File: config.mk
export PLATFORM = sky130hd
export DESIGN_NAME = rtc_modulo_counter
export DESIGN_NICKNAME = d
export VERILOG_FILES = /design/src/rtc_pkg.sv /design/src/rtc_clock_tick.sv /design/src/rtc_adc_trigger.sv /design/src/rtc_modulo_counter.sv
export SDC_FILE = /design/constraint.sdc
export NUM_CORES = 1
export LEC_CHECK = 0
export ABC_AREA = 1
export BUFFER_PORTS_ARGS = -buffer_cell sky130_fd_sc_hd__clkbuf_2
export CORE_MARGIN = 2
export CORE_UTILIZATION = 30
export DETAILED_ROUTE_END_ITERATION = 8
export PLACE_DENSITY_LB_ADDON = 0.15
export SYNTH_ARGS = -nofsm -noshare
export SYNTH_HDL_FRONTEND = slang
export SYNTH_HIERARCHICAL = 1
export SYNTH_SLANG_ARGS = --single-unit
File: constraint.sdc
create_clock -name ref_clk -period 2.98 [get_ports ref_clk]
set_input_delay 0.596 -clock ref_clk [delete_from_list [all_inputs] [get_ports ref_clk]]
set_output_delay 0.596 -clock ref_clk [all_outputs]
set_load 0.01 [all_outputs]
File: src/rtc_pkg.sv
// Shared constants, types and helpers for the modulo real-time counter
package rtc_pkg;

  // ----------------------------------------------------------------
  // Widths
  // ----------------------------------------------------------------
  localparam int ADDR_W = 8;   // Register address width
  localparam int DATA_W = 32;  // Register data width
  localparam int CNT_W  = 16;  // Counter width

  // ----------------------------------------------------------------
  // Register offsets (byte addresses)
  // ----------------------------------------------------------------
  localparam logic [ADDR_W-1:0] OFS_CTRL   = 8'h00;  // Source, clock select, clear
  localparam logic [ADDR_W-1:0] OFS_MOD    = 8'h04;  // Modulo value
  localparam logic [ADDR_W-1:0] OFS_COUNT  = 8'h08;  // Live count, read only
  localparam logic [ADDR_W-1:0] OFS_STATUS = 8'h0C;  // Sticky events, read clears
  localparam logic [ADDR_W-1:0] OFS_MASK   = 8'h10;  // Interrupt enables
  localparam logic [ADDR_W-1:0] OFS_ADC    = 8'h14;  // Converter start control

  // ----------------------------------------------------------------
  // Field positions
  // ----------------------------------------------------------------
  localparam int CTRL_SRC_LSB   = 0;  // rtc_source_select, two bits
  localparam int CTRL_ACLK_BIT  = 2;  // rtc_aclk_select
  localparam int CTRL_CLEAR_BIT = 3;  // Write one to zero the counter
  localparam int ADC_SEL_LSB    = 0;  // adc_trigger_select, two bits
  localparam int ADC_SOFT_BIT   = 2;  // adc_soft_start, self clearing
  localparam int STAT_OVF_BIT   = 0;  // Overflow event flag
  localparam int EVT_W          = 1;  // Number of event bits

  // ----------------------------------------------------------------
  // Reset values
  // ----------------------------------------------------------------
  localparam logic [CNT_W-1:0] MOD_RESET  = 16'hFFFF;  // Full 16-bit period
  localparam logic [1:0]       SRC_RESET  = 2'h0;      // Reserved: halted
  localparam logic             ACLK_RESET = 1'h0;      // Sub-main clock
  localparam logic [1:0]       ADC_RESET  = 2'h0;      // Software start
  localparam logic [EVT_W-1:0] MASK_RESET = 1'h0;      // All masked

  // ----------------------------------------------------------------
  // Encodings
  // ----------------------------------------------------------------
  typedef enum logic [1:0] {
    SRC_RESERVED = 2'h0,  // No clock, counter holds
    SRC_SUB_AUX  = 2'h1,  // sub_main_clock or auxiliary_clock
    SRC_CRYSTAL  = 2'h2,  // crystal_clock
    SRC_VLO      = 2'h3   // very_low_osc_clock
  } src_type;

  typedef enum logic [1:0] {
    ADC_TRIG_SOFT  = 2'h0,  // adc_soft_start bit
    ADC_TRIG_RTC   = 2'h1,  // Counter overflow event
    ADC_TRIG_TIMER = 2'h2,  // timer1_ccr1_out_b
    ADC_TRIG_RSVD  = 2'h3   // Reserved, never starts
  } adc_trig_type;

  typedef enum logic [1:0] {
    ACTIVE_MODE,
    LOW_POWER_MODE_0,
    LOW_POWER_MODE_3,
    DEEP_STANDBY_MODE
  } power_mode_type;

  // Raw clock pins, each from its own oscillator domain
  typedef struct packed {
    logic aux;       // auxiliary_clock
    logic sub_main;  // sub_main_clock
    logic crystal;   // crystal_clock
    logic vlo;       // very_low_osc_clock
  } clk_pins_type;

  // Clock selection carried to the tick generator
  typedef struct packed {
    src_type src;       // rtc_source_select
    logic    aclk_sel;  // rtc_aclk_select
  } cfg_type;

  // Modes in which an overflow must wake the processor
  function automatic logic is_low_power(input power_mode_type m);
    is_low_power = (m != ACTIVE_MODE);
  endfunction

endpackage

File: src/rtc_clock_tick.sv
// Source clock synchroniser and selected-edge tick generator
`timescale 1ns/1ps
module rtc_clock_tick (
  input  wire logic                  ref_clk,
  input  wire logic                  reset_n,
  input  wire rtc_pkg::clk_pins_type clk_pins,
  input  wire rtc_pkg::cfg_type      cfg,
  output logic                       tick_q
);

  // ----------------------------------------------------------------
  // Synchroniser chains
  // ----------------------------------------------------------------
  localparam int NSRC = 4;  // One chain per oscillator

  logic [NSRC-1:0] meta_q;  // First stage, read only by stage two
  logic [NSRC-1:0] sync_q;  // Second stage, safe to use
  logic [NSRC-1:0] hist_q;  // Previous safe level
  logic [NSRC-1:0] rise;    // Rising edge per source
  logic            tick_d;  // Next tick

  // Each pin gets its own two-stage chain and edge history
  genvar gi;
  generate
    for (gi = 0; gi < NSRC; gi++) begin : g_sync
      always_ff @(posedge ref_clk or negedge reset_n) begin
        if (!reset_n) begin
          meta_q[gi] <= 1'b0;
          sync_q[gi] <= 1'b0;
          hist_q[gi] <= 1'b0;
        end else begin
          meta_q[gi] <= clk_pins[gi];
          sync_q[gi] <= meta_q[gi];
          hist_q[gi] <= sync_q[gi];
        end
      end
      assign rise[gi] = sync_q[gi] & ~hist_q[gi];
    end
  endgenerate

  // ----------------------------------------------------------------
  // Source select
  // ----------------------------------------------------------------
  // Selecting edges, not levels, so a source switch makes no false tick
  always_comb begin
    unique case (cfg.src)
      rtc_pkg::SRC_RESERVED: tick_d = 1'b0;
      rtc_pkg::SRC_SUB_AUX:  tick_d = cfg.aclk_sel ? rise[3] : rise[2];
      rtc_pkg::SRC_CRYSTAL:  tick_d = rise[1];
      rtc_pkg::SRC_VLO:      tick_d = rise[0];
    endcase
  end

  // Registered so the counter sees a clean one-cycle enable
  always_ff @(posedge ref_clk or negedge reset_n) begin
    if (!reset_n) begin
      tick_q <= 1'b0;
    end else begin
      tick_q <= tick_d;
    end
  end
endmodule // rtc_clock_tick

File: src/rtc_adc_trigger.sv
// Converter start-source multiplexer
`timescale 1ns/1ps
module rtc_adc_trigger (
  input  wire logic                  ref_clk,
  input  wire logic                  reset_n,
  input  wire rtc_pkg::adc_trig_type trig_sel,
  input  wire logic                  soft_start,
  input  wire logic                  rtc_event,
  input  wire logic                  timer1_ccr1_out_b,
  output logic                       start_q
);

  // ----------------------------------------------------------------
  // Start selection
  // ----------------------------------------------------------------
  logic timer_hist_q;  // Last timer output level
  logic start_d;       // Next start pulse

  // Timer output is a level; only its rising edge starts a conversion
  always_comb begin
    unique case (trig_sel)
      rtc_pkg::ADC_TRIG_SOFT:  start_d = soft_start;
      rtc_pkg::ADC_TRIG_RTC:   start_d = rtc_event;
      rtc_pkg::ADC_TRIG_TIMER: start_d = timer1_ccr1_out_b & ~timer_hist_q;
      rtc_pkg::ADC_TRIG_RSVD:  start_d = 1'b0;
    endcase
  end

  always_ff @(posedge ref_clk or negedge reset_n) begin
    if (!reset_n) begin
      timer_hist_q <= 1'b0;
      start_q      <= 1'b0;
    end else begin
      timer_hist_q <= timer1_ccr1_out_b;
      start_q      <= start_d;
    end
  end
endmodule // rtc_adc_trigger

File: src/rtc_modulo_counter.sv
// Modulo real-time counter with event routing, wake-up and registers
`timescale 1ns/1ps
module rtc_modulo_counter (
  input  wire logic                    ref_clk,
  input  wire logic                    reset_n,
  // Register port
  input  wire logic [rtc_pkg::ADDR_W-1:0] addr,
  input  wire logic [rtc_pkg::DATA_W-1:0] wr_data,
  input  wire logic                    wr_en,
  input  wire logic                    rd_en,
  output logic [rtc_pkg::DATA_W-1:0]   rd_data,
  // Clock pins and system state
  input  wire rtc_pkg::clk_pins_type   clk_pins,
  input  wire rtc_pkg::power_mode_type power_mode,
  input  wire logic                    timer1_ccr1_out_b,
  // Event outputs
  output logic                         capture_input_1b,
  output logic                         adc_start,
  output logic                         cpu_wake,
  output logic                         irq
);

  // ----------------------------------------------------------------
  // Declarations
  // ----------------------------------------------------------------
  localparam int CW = rtc_pkg::CNT_W;  // Counter width
  localparam int DW = rtc_pkg::DATA_W; // Bus width
  localparam int EW = rtc_pkg::EVT_W;  // Event count

  // Configuration registers
  rtc_pkg::cfg_type       cfg_q;       // Clock source selection
  rtc_pkg::cfg_type       cfg_d;
  logic [CW-1:0]          mod_q;       // Modulo value
  logic [CW-1:0]          mod_d;
  logic [EW-1:0]          mask_q;      // Interrupt enables
  logic [EW-1:0]          mask_d;
  rtc_pkg::adc_trig_type  adc_sel_q;   // Converter start source
  rtc_pkg::adc_trig_type  adc_sel_d;
  logic                   soft_q;      // Software start pulse
  logic                   soft_d;
  logic                   clear_q;     // Counter clear pulse
  logic                   clear_d;

  // Counter state
  logic [CW-1:0]          cnt_q;       // Live count
  logic [CW-1:0]          cnt_d;
  logic                   ovf_q;       // One-cycle overflow event
  logic                   ovf_d;
  logic                   tick;        // Selected clock edge enable

  // Event and interrupt state
  logic [EW-1:0]          stat_q;      // Sticky event flags
  logic [EW-1:0]          stat_d;
  logic                   irq_q;
  logic                   irq_d;
  logic                   wake_q;
  logic                   wake_d;
  logic                   capt_q;
  logic                   capt_d;

  // Bus read path
  logic [DW-1:0]          rdata_q;
  logic [DW-1:0]          rdata_d;

  // Write and read decode
  logic                   wr_ctrl;
  logic                   wr_mod;
  logic                   wr_mask;
  logic                   wr_adc;
  logic                   rd_stat;

  assign wr_ctrl = wr_en && addr == rtc_pkg::OFS_CTRL;
  assign wr_mod  = wr_en && addr == rtc_pkg::OFS_MOD;
  assign wr_mask = wr_en && addr == rtc_pkg::OFS_MASK;
  assign wr_adc  = wr_en && addr == rtc_pkg::OFS_ADC;
  assign rd_stat = rd_en && addr == rtc_pkg::OFS_STATUS;

  // ----------------------------------------------------------------
  // Clock source and tick
  // ----------------------------------------------------------------
  // Every oscillator is resynchronised; ref_clk must run well above the
  // fastest source, so a fast sub-main clock would be undersampled
  rtc_clock_tick u_tick (
    .ref_clk  (ref_clk),
    .reset_n  (reset_n),
    .clk_pins (clk_pins),
    .cfg      (cfg_q),
    .tick_q   (tick)
  );

  // ----------------------------------------------------------------
  // Configuration registers
  // ----------------------------------------------------------------
  // Software writes; pulse bits fall back to zero the next cycle
  always_comb begin
    cfg_d     = cfg_q;
    mod_d     = mod_q;
    mask_d    = mask_q;
    adc_sel_d = adc_sel_q;
    soft_d    = 1'b0;
    clear_d   = 1'b0;
    if (wr_ctrl) begin
      // Source and clock select, both under software control
      cfg_d.src      = rtc_pkg::src_type'(wr_data[rtc_pkg::CTRL_SRC_LSB +: 2]);
      cfg_d.aclk_sel = wr_data[rtc_pkg::CTRL_ACLK_BIT];
      clear_d        = wr_data[rtc_pkg::CTRL_CLEAR_BIT];
    end
    if (wr_mod) begin
      mod_d = wr_data[CW-1:0];
    end
    if (wr_mask) begin
      mask_d = wr_data[EW-1:0];
    end
    if (wr_adc) begin
      // Soft start only counts while the soft source is selected
      adc_sel_d = rtc_pkg::adc_trig_type'(wr_data[rtc_pkg::ADC_SEL_LSB +: 2]);
      soft_d    = wr_data[rtc_pkg::ADC_SOFT_BIT];
    end
  end

  always_ff @(posedge ref_clk or negedge reset_n) begin
    if (!reset_n) begin
      cfg_q.src      <= rtc_pkg::src_type'(rtc_pkg::SRC_RESET);
      cfg_q.aclk_sel <= rtc_pkg::ACLK_RESET;
      mod_q          <= rtc_pkg::MOD_RESET;
      mask_q         <= rtc_pkg::MASK_RESET;
      adc_sel_q      <= rtc_pkg::adc_trig_type'(rtc_pkg::ADC_RESET);
      soft_q         <= 1'b0;
      clear_q        <= 1'b0;
    end else begin
      cfg_q          <= cfg_d;
      mod_q          <= mod_d;
      mask_q         <= mask_d;
      adc_sel_q      <= adc_sel_d;
      soft_q         <= soft_d;
      clear_q        <= clear_d;
    end
  end

  // ----------------------------------------------------------------
  // Modulo counter
  // ----------------------------------------------------------------
  // Power mode does not gate the counter: only the source clock does.
  // A clear beats a coincident tick so software sees a clean zero.
  always_comb begin
    cnt_d = cnt_q;
    ovf_d = 1'b0;
    if (clear_q) begin
      cnt_d = '0;
    end else if (tick) begin
      if (cnt_q >= mod_q) begin
        // Wrap; also catches a modulo lowered below the count
        cnt_d = '0;
        ovf_d = 1'b1;
      end else begin
        cnt_d = cnt_q + 1'b1;
      end
    end
  end

  always_ff @(posedge ref_clk or negedge reset_n) begin
    if (!reset_n) begin
      cnt_q <= '0;
      ovf_q <= 1'b0;
    end else begin
      cnt_q <= cnt_d;
      ovf_q <= ovf_d;
    end
  end

  // ----------------------------------------------------------------
  // Event routing
  // ----------------------------------------------------------------
  // Timer capture and wake both follow the overflow by one cycle.
  // Sub-main as source is meant for active mode only; in standby the
  // clock usually stops, so no wake would ever come from it.
  always_comb begin
    capt_d = ovf_q;
    wake_d = ovf_q && rtc_pkg::is_low_power(power_mode);
  end

  always_ff @(posedge ref_clk or negedge reset_n) begin
    if (!reset_n) begin
      capt_q <= 1'b0;
      wake_q <= 1'b0;
    end else begin
      capt_q <= capt_d;
      wake_q <= wake_d;
    end
  end

  // Converter start selection lives in its own small block
  rtc_adc_trigger u_adc (
    .ref_clk           (ref_clk),
    .reset_n           (reset_n),
    .trig_sel          (adc_sel_q),
    .soft_start        (soft_q),
    .rtc_event         (ovf_q),
    .timer1_ccr1_out_b (timer1_ccr1_out_b),
    .start_q           (adc_start)
  );

  // ----------------------------------------------------------------
  // Status and interrupt
  // ----------------------------------------------------------------
  // Read clears the flags, but an event in the same cycle survives
  always_comb begin
    stat_d = rd_stat ? '0 : stat_q;
    stat_d[rtc_pkg::STAT_OVF_BIT] = stat_d[rtc_pkg::STAT_OVF_BIT] | ovf_q;
    irq_d  = |(stat_q & mask_q);
  end

  always_ff @(posedge ref_clk or negedge reset_n) begin
    if (!reset_n) begin
      stat_q <= '0;
      irq_q  <= 1'b0;
    end else begin
      stat_q <= stat_d;
      irq_q  <= irq_d;
    end
  end

  // ----------------------------------------------------------------
  // Read path
  // ----------------------------------------------------------------
  // Data stands one cycle after the strobe; unmapped reads give zero
  always_comb begin
    rdata_d = '0;
    if (rd_en) begin
      unique case (addr)
        rtc_pkg::OFS_CTRL: begin
          rdata_d[rtc_pkg::CTRL_SRC_LSB +: 2]  = cfg_q.src;
          rdata_d[rtc_pkg::CTRL_ACLK_BIT]      = cfg_q.aclk_sel;
        end
        rtc_pkg::OFS_MOD:    rdata_d[CW-1:0] = mod_q;
        rtc_pkg::OFS_COUNT:  rdata_d[CW-1:0] = cnt_q;
        rtc_pkg::OFS_STATUS: rdata_d[EW-1:0] = stat_q;
        rtc_pkg::OFS_MASK:   rdata_d[EW-1:0] = mask_q;
        rtc_pkg::OFS_ADC:    rdata_d[rtc_pkg::ADC_SEL_LSB +: 2] = adc_sel_q;
        default:             rdata_d = '0;
      endcase
    end
  end

  always_ff @(posedge ref_clk or negedge reset_n) begin
    if (!reset_n) begin
      rdata_q <= '0;
    end else begin
      rdata_q <= rdata_d;
    end
  end

  // Outputs straight from their flip-flops
  assign rd_data          = rdata_q;
  assign capture_input_1b = capt_q;
  assign cpu_wake         = wake_q;
  assign irq              = irq_q;
endmodule // rtc_modulo_counter

* After elaboration in Yosys (flattened, before gate mapping) *
Index checks and enable logic that the tools add are counted.

word-level totals
  logic and storage cells = 82
  bits in registers = 92
  input port bits = 51
  output and inout port bits = 36

cells by class
  add/sub/neg operators = 1
  bitwise gates (word level) = 12
  muxes and demuxes = 17
  eq/ne operators = 11
  reductions and logical operators = 11
  $lt $le $gt $ge = 1

operators with widths
  cell                                                                    count
  16-bit two-way mux                                                      4
  13-bit case mux with 2 select lines                                     1
  16-bit by 1-bit adder with 16-bit output (second input constant)        1
  8-bit by 4-bit equality test with 1-bit output (second input constant)  2
  8-bit by 5-bit equality test with 1-bit output (second input constant)  2
  16-bit greater-or-equal comparator                                      1
  1-bit case mux with 4 select lines                                      3
  2-bit equality test (second input constant)                             4
  8-bit by 3-bit equality test with 1-bit output (second input constant)  1
  8-bit logical NOT                                                       1
  1-bit two-way mux                                                       7
  1-bit AND                                                               6
  1-bit logical AND                                                       6
  1-bit case mux with 6 select lines                                      1
  1-bit inverter                                                          5
  2-bit by 1-bit equality test with 1-bit output (second input constant)  2
  2-bit logical NOT                                                       2
  2-bit nonzero test                                                      2
  1-bit case mux with 3 select lines                                      1
  1-bit bitwise OR                                                        1

* Logic depth before layout (Yosys ltp) *
Gate-level depths: netlist of run 1.

  depth in word-level cells = 4
  depth in mapped cells = 12
  mapped depth without buffers = 12

* By module *
Netlist of run 1, hierarchy kept.

modules (own cells, without submodules)
  module              cells each  seq. area each (sq um)  instances  area each (sq um)
  rtc_modulo_counter  438         1,546.5                 1          3,628.5
  rtc_clock_tick      33          325.3                   1          401.6
  rtc_adc_trigger     11          50.0                    1          93.8

* Worst setup path before layout of run 1 *
Ideal clock, no wire load.

  path type = register to register
  start point = register mod_q[7]
  end point = register cnt_q[10]
  required time = 2,862 ps
  stages on the path, launching flop included = 13
  library setup time = 118 ps
  path buffers = 1
  clock period less this slack = 1,719 ps
  arrival time = 1,601 ps
  setup slack = 1,261 ps
  path through = dfstp_2 inv_1 ha_1 nand2_1 nor2_1 nand2_1 nand2_1 nor2_1 nand2_1 nand2_1 buf_4 nand4_1 nand2_1

on the way
  word-level cells in the longest chain between the ends = 4

ends and longest elaborated chain
  item                                line                       RTL
  start, declared                     rtc_modulo_counter.sv:33   logic [CW-1:0] mod_q;
  start signal, assigned              rtc_modulo_counter.sv:125  mod_q <= rtc_pkg::MOD_RESET;
  start signal, assigned              rtc_modulo_counter.sv:132  mod_q <= mod_d;
  16-bit greater-or-equal comparator  rtc_modulo_counter.sv:151  if (cnt_q >= mod_q) begin
  16-bit two-way mux                  rtc_modulo_counter.sv:151
  16-bit two-way mux                  rtc_modulo_counter.sv:150  end else if (tick) begin
  16-bit two-way mux                  rtc_modulo_counter.sv:148  if (clear_q) begin
  end signal, assigned                rtc_modulo_counter.sv:166  cnt_q <= cnt_d;
  end, declared                       rtc_modulo_counter.sv:45   logic [CW-1:0] cnt_q;

Every way passes these cells. The select of a mux whose other input is x is not followed.
A chain may end at the register's enable or synchronous reset.

* Final worst setup path of run 1 *
  start point = register mod_q[15]
  end point = register cnt_q[5]

The elaborated chain is that of the path after synthesis.

==> results of run 1 <==
==> how the worst max path moves through the flow <==
stage | end | start | cells after the start
6_report | cnt_q[5]$_DFFE_PN0P_ | mod_q[15]$_DFFE_PN1P_ | 7
5_1_grt | cnt_q[5]$_DFFE_PN0P_ | mod_q[15]$_DFFE_PN1P_ | 7
4_1_cts | cnt_q[5]$_DFFE_PN0P_ | mod_q[15]$_DFFE_PN1P_ | 7
3_5_place_dp | cnt_q[5]$_DFFE_PN0P_ | mod_q[15]$_DFFE_PN1P_ | 7
3_3_place_gp | capt_d$_DFF_PN0_ | mod_q[15]$_DFFE_PN1P_ | 8
2_1_floorplan | cnt_q[10]$_DFFE_PN0P_ | mod_q[7]$_DFFE_PN1P_ | 12
==> power groups by stage <==
stage	registers (mW)	logic, mW	clock network [mW]
finish	1.11	0.190	1.01
global route	1.12	0.226	1.09
CTS	1.11	0.195	1.05
detailed placement	1.13	0.193	0
global placement	1.13	0.188	0
floorplan	1.12	0.133	0
==> synthesized netlist by cell type, types with 4 or more instances <==
master	instances
nor2_1	32
nand3_1	18
a21oi_2	12
xor2_1	4
nor2_2	16
dfstp_2	16
buf_6	4
nand2_1	136
nor2_4	5
o21ai_0	11
buf_4	20
dfrtp_1	60
o21ai_2	4
nand4_1	25
inv_1	56
ha_1	17
a21oi_1	21
==> critical path, stage by stage (launching register included) <==
cell and delay (ns):
dfstp_2 0.53, inv_1 0.06, ha_1 0.33, a21oi_1 0.15
o21ai_0 0.16, nor2_2 0.60, nand2_1 0.17, o21ai_0 0.18
==> routing by layer <==
layer	up-vias	global-route usage, %	wire [um]
li1	1604	-	-
met1	1501	18.2	4430
met2	54	21.2	4080
met3	12	2.11	258
met4	0	5.96	170
met5	-	0	0
==> cell families (layout without fill, tap and decap cells) <==
group                      count (synthesis)  after routing
and+or+nand+nor                          242            242
xor gates and xnor gates                   7              7
buffers and inverters                     88            130
DFF                                       76             76
other                                      1             16
adders and majority gates                 17             17
AOI/OAI and AO/OA                         51             51
==> state kept, by name (all words and copies together) (netlist names), 2 cells and up <==
name,flops
u_tick/meta_q,4
cfg_q,3
mod_q,16
u_tick/sync_q,4
adc_sel_q,2
rd_data,16
u_tick/hist_q,4
cnt_q,16
==> through the flow <==
stage | util [%] | setup WS [ns] | cell area [sq um]
after floorplan | - | 1.26 | 4180
after global placement | 33.4 | 0.794 | 4460
after detailed placement | 33.4 | 0.744 | 4460
after CTS | 35.5 | 0.729 | 4740
after global routing | 35.5 | 0.569 | 4740
final | 35.5 | 0.717 | 4740
==> cell type report <==
class,instances,share of cell area (%)
Inverter,59,4.81
Clock buffer,12,5.20
Sequential cell,76,40.6
Tap cell,176,4.65
Timing Repair Buffer,55,5.92
Clock inverter,4,0.555
Multi-Input combinational cell,333,38.3
==> flow_summary.yaml, run 1 <==
grt:
  grt_overflow: 0
  grtUsageTotal_pct: 13.4
  grt_pass1_vias: 3192
  grt_max_degree: 77
  grt_antenna_before_repair: 0
  grt_first_pass_wirelength_um: 15700
placement:
  place_inst: 699
  portBuffers: 54
  gp_congestion: 0.751
  place_hpwl_um: 6380
timing:
  worstMarginPinSlew_ns: 1.07
  rsz0062_at_grt: "false"
  worst_clock_skew_ns: 0.00446
  max_slew_margin_pct: 28.1
  finalHoldViolCount: 0
  finalSetupViolCount: 0
  holdWs_ns: 0.343
  fin_crit_sh_pct: 75.9
  max_freq_ghz: 0.442
  period_needed_ns: 2.26
  fin_setup_tns_ns: 0
  slew_violations: 0
clocking:
  cts_buffers: 9
  cts_tree: "built"
  clk_pin_slew_ns: 0.06
  cts-hold-fix-buffers: 0
  htree_levels: 3
  postCtsSetupBuffers: 0
  clockBufferDepth: 2
  clkLatencyLatePin_ns: 0.33
  postCtsResizedCells: 0
  cts-root-buf: "clkbuf_16"
  cts.sinks: 76
floorplan:
  top_level_ports: 87
  die_h_um: 121
  coreArea_sq_um: 13300
  die_x_um: 121
  start_util_pct: 30.9
  die_area_sq_um: 14700
  std_cell_rows: 42
power_and_ir_drop:
  internal_power_mw: 1.73
  power_frac_seq_pct: 48.1
  p_per_area_nw_per_um2: 487
  netSwitchingFraction_pct: 25.0
  switchingPower_uw: 577
  ir_worst_vdd_mv: 0.228
  p_clk_share_pct: 43.7
  p_total_mw: 2.31
  leakage_nw: 2.48
  comb_power_share_pct: 8.2
layout:
  drive_gt1_share_pct: 25.2
  final_common_cell: "nand2_1"
  register_area_sq_um: 1920
  finalNonFillerCells: 715
  area_growth_pct: 14.8
  nets: 602
  multi_input_area_sq_um: 1810
  fill_cells: 1406
  final_cell_mix: "nand2_1 (136), dfrtp_1 (60), inv_1 (56)"
  diodes: 0
logic_synthesis:
  synth-adder-area-share_pct: 5.16
  async_flop_share_pct: 100
  yosysUniqueCellTypes: 32
  synth_top_family_by_area: "simple AND/OR/NAND/NOR gates"
  ys_seq_area_share_pct: 46.6
  ys_seq_elements: 76
  synth_area_leader_cell: "dfrtp_1"
  synth_xor_xnor_area_share_pct: 1.49
  synthCells: 482
  synthMuxAreaShare_pct: 0
  synth-main-ff-cell: "dfrtp_1"
  yosys_warnings: 6
  synth_edf_count: 0
  synth_area_per_cell_sq_um: 8.56
  synth_area_sq_um: 4120
  synth_area_leaders: "dfrtp_1 (36%), nand2_1 (12%), dfstp_2 (10%)"
  yosys.area.top_type_share_pct: 36.4
  synth_simple_gate_area_share_pct: 28.0
  synth_compound_area_share_pct: 7.83
drt:
  dr.pass1.iters: 4
  drt-total-wl_um: 8940
  wl_per_cell_um: 12.5
  final_antenna_net_count: 0
  detail_route.vias_per_cell: 4.43
  vias: 3171
  drt_iter0_drc: 180
  drcViolationCount: 0
critical_path:
  r2r-end: "cnt_q[5]$_DFFE_PN0P_"
  cp_max_fo: 16
  rr_startpoint: "mod_q[15]$_DFFE_PN1P_"
  worst_setup_path_start_kind: "register"
  critical_path_class: "reg2reg"
  r2r_cells: 7
  crit_arrival_ns: 2.51
  cp.required_ns: 3.23
  rrSetupSlack_ns: 0.72
  cp-end-kind: "register"
hold_path:
  min_path_type: "reg2reg"
  hp-start: "u_tick/meta_q[1]$_DFF_PN0_"
  hold_depth: 0
  min_to: "u_tick/sync_q[1]$_DFF_PN0_"
status:
  run_status: "complete, no violations"
job:
  max_cap_violations: 0
(Power assumes the default switching activity.)
==> run 2, diff against run 1 <==
Settings changed: ABC_AREA 1 to 0.
Clock period 2.98 ns to 2.2 ns, I/O delays scaled along.
==> flow_summary.yaml, run 2 <==
status:
  run_status: "finished with violations"
  violations: "negative setup slack"
drt:
  drt-total-wl_um: 8720
  wl_per_cell_um: 14.1
  drt_iter0_drc: 120
  final_antenna_net_count: 0
  drcViolationCount: 0
  dr.pass1.iters: 5
  detail_route.vias_per_cell: 4.62
  vias: 2855
power_and_ir_drop:
  leakage_nw: 2.38
  p_per_area_nw_per_um2: 700
  ir_worst_vdd_mv: 0.270
timing:
  slew_violations: 0
  setup_slack_ns: -0.156
  worst_clock_skew_ns: 0.00792
  fin_crit_sh_pct: 107
  max_freq_ghz: 0.424
  rsz0062_at_grt: "true"
  finalHoldViolCount: 0
  holdWs_ns: 0.0728
  period_needed_ns: 2.36
  finalSetupViolCount: 15
logic_synthesis:
  synth-main-ff-cell: "dfrtp_1"
  synth_top_family_by_area: "simple AND/OR/NAND/NOR gates"
  yosysUniqueCellTypes: 42
  synth_area_leader_cell: "dfrtp_1"
  yosys.area.top_type_share_pct: 40.4
  synthCells: 356
  ys_seq_area_share_pct: 51.8
  async_flop_share_pct: 100
  synth_simple_gate_area_share_pct: 18.0
  synth_common_cells: "dfrtp_1 (60), nand2_1 (32), nand3_1 (22), o21ai_0 (21), inv_1 (20)"
  ys_seq_elements: 76
  synth-adder-area-share_pct: 5.73
  synth_compound_area_share_pct: 12.7
  synth_area_leaders: "dfrtp_1 (40%), dfstp_2 (11%), ha_1 (5.7%)"
  synthMuxAreaShare_pct: 4.62
  synth_edf_count: 0
  synth_area_per_cell_sq_um: 10.4
  synth_area_sq_um: 3710
  yosysMostFrequentCell: "dfrtp_1"
  synth_xor_xnor_area_share_pct: 0
  yosys_warnings: 6
grt:
  grt_pass1_vias: 2810
  grtUsageTotal_pct: 14.1
  grt_util_met2_pct: 21.3
  use_met3_pct: 3.22
  grt_first_pass_wirelength_um: 14500
  use_met1_pct: 19.8
  grt_antenna_before_repair: 0
  grt_max_degree: 39
  top_usage_layer: "met2"
  grt_overflow: 0
layout:
  final_cell_mix: "dfrtp_1 (60), clkbuf_2 (53), buf_4 (32)"
  drive_gt1_share_pct: 37.6
  finalNonFillerCells: 618
  area_growth_pct: 33.8
  final_common_cell: "dfrtp_1"
  diodes: 0
  nets: 513
critical_path:
  cp.required_ns: 2.42
  critical_path_class: "reg2reg"
  crit_arrival_ns: 2.58
  cp-endpoint: "cnt_q[3]$_DFFE_PN0P_"
  rrSetupSlack_ns: -0.16
  rr_startpoint: "mod_q[15]$_DFFE_PN1P_"
  cp-startpoint: "mod_q[15]$_DFFE_PN1P_"
  r2r_cells: 9
  r2r-end: "cnt_q[3]$_DFFE_PN0P_"
  cp-end-kind: "register"
  cp_max_fo: 8
  worst_setup_path_start_kind: "register"
floorplan:
  std_cell_rows: 40
  top_level_ports: 87
  die_x_um: 115
  coreArea_sq_um: 12100
  die_h_um: 115
  die_area_sq_um: 13300
  start_util_pct: 30.8
placement:
  place_inst: 596
  gp_congestion: 0.765
  portBuffers: 54
  post-place-ws_ns: -0.292
  place_hpwl_um: 6310
clocking:
  clockBufferDepth: 2
  clk_pin_slew_ns: 0.06
  cts-hold-fix-buffers: 0
  cts_buffers: 9
  clkLatencyLatePin_ns: 0.33
  cts_tree: "built"
  htree_levels: 3
  cts.sinks: 76
  cts-root-buf: "clkbuf_16"
hold_path:
  min_path_type: "in2async"
job:
  max_cap_violations: 0
==> run 2: routing by layer <==
layer / wire (um) / up-vias
met5: 0 / -
met4: 78 / 0
met3: 371 / 4
met2: 4080 / 63
met1: 4190 / 1379
li1: - / 1409
==> run 2: report_power, final <==
group          total [mW]  internal [mW]  switching, mW
combinational       0.368          0.170          0.198
sequential           1.51           1.47         0.0362
clock                1.60           1.02          0.576
total                3.48           2.67          0.810
==> run 2: logic make-up (layout without fill, tap and decap cells) <==
group,after synthesis,count (layout)
other,1,16
and+or+nand+nor,123,123
adders and majority gates,17,17
AOI/OAI and AO/OA,72,72
buffers and inverters,51,130
DFF,76,76
muxes,16,16
==> run 2: timing repair <==
item | in CTS | in global routing
endpoints found under the hold margin | 0 | 0
setup endpoints to repair | 16 | 17
resized for setup | 30 | 8
cloned | 1 | 0
pin swaps | 18 | 3
setup buffers | 4 | 1
==> run 2: worst min-delay path by stage <==
stage / endpoint / slack (ns) / depth (start not counted)
2_1_floorplan: adc_sel_q[0]$_DFFE_PN0P_ / 0.14 / 0
3_3_place_gp: u_tick/sync_q[0]$_DFF_PN0_ / 0.33 / 0
3_5_place_dp: u_tick/sync_q[3]$_DFF_PN0_ / 0.33 / 0
4_1_cts: u_tick/sync_q[0]$_DFF_PN0_ / 0.08 / 1
5_1_grt: u_tick/sync_q[0]$_DFF_PN0_ / 0.10 / 1
6_report: u_tick/meta_q[1]$_DFF_PN0_ / 0.07 / 1
==> run 2: stage by stage <==
stage                     power (mW)  TNS, ns  instance area [sq um]  utilization, %
after floorplan                 1.71        0                   3770               -
after global placement          1.85    -2.02                   4370            36.2
after detailed placement        1.85    -2.99                   4370            36.2
after CTS                       3.52   -0.573                   4920            40.8
after global routing            3.63    -2.44                   4970            41.2
final                           3.48   -0.733                   4970            41.2
==> run 2: worst max-delay path: stages (launching register included) <==
cell and delay (ns):
dfstp_2 0.53, inv_1 0.07, ha_4 0.27, and4_4 0.25
nand3_2 0.07, o211ai_1 0.36, nor4_4 0.08, bufbuf_16 0.29
a21o_1 0.15, a22o_1 0.17
==> run 2: area by class of cell <==
| type | instances | area (sq um) |
|---|---|---|
| Tap cell | 168 | 210 |
| Fill cell | 1181 | 7090 |
| Clock buffer | 10 | 239 |
| Timing Repair Buffer | 94 | 667 |
| Inverter | 20 | 75.1 |
| Clock inverter | 6 | 86.3 |
| Multi-Input combinational cell | 244 | 1770 |
| Sequential cell | 76 | 1920 |
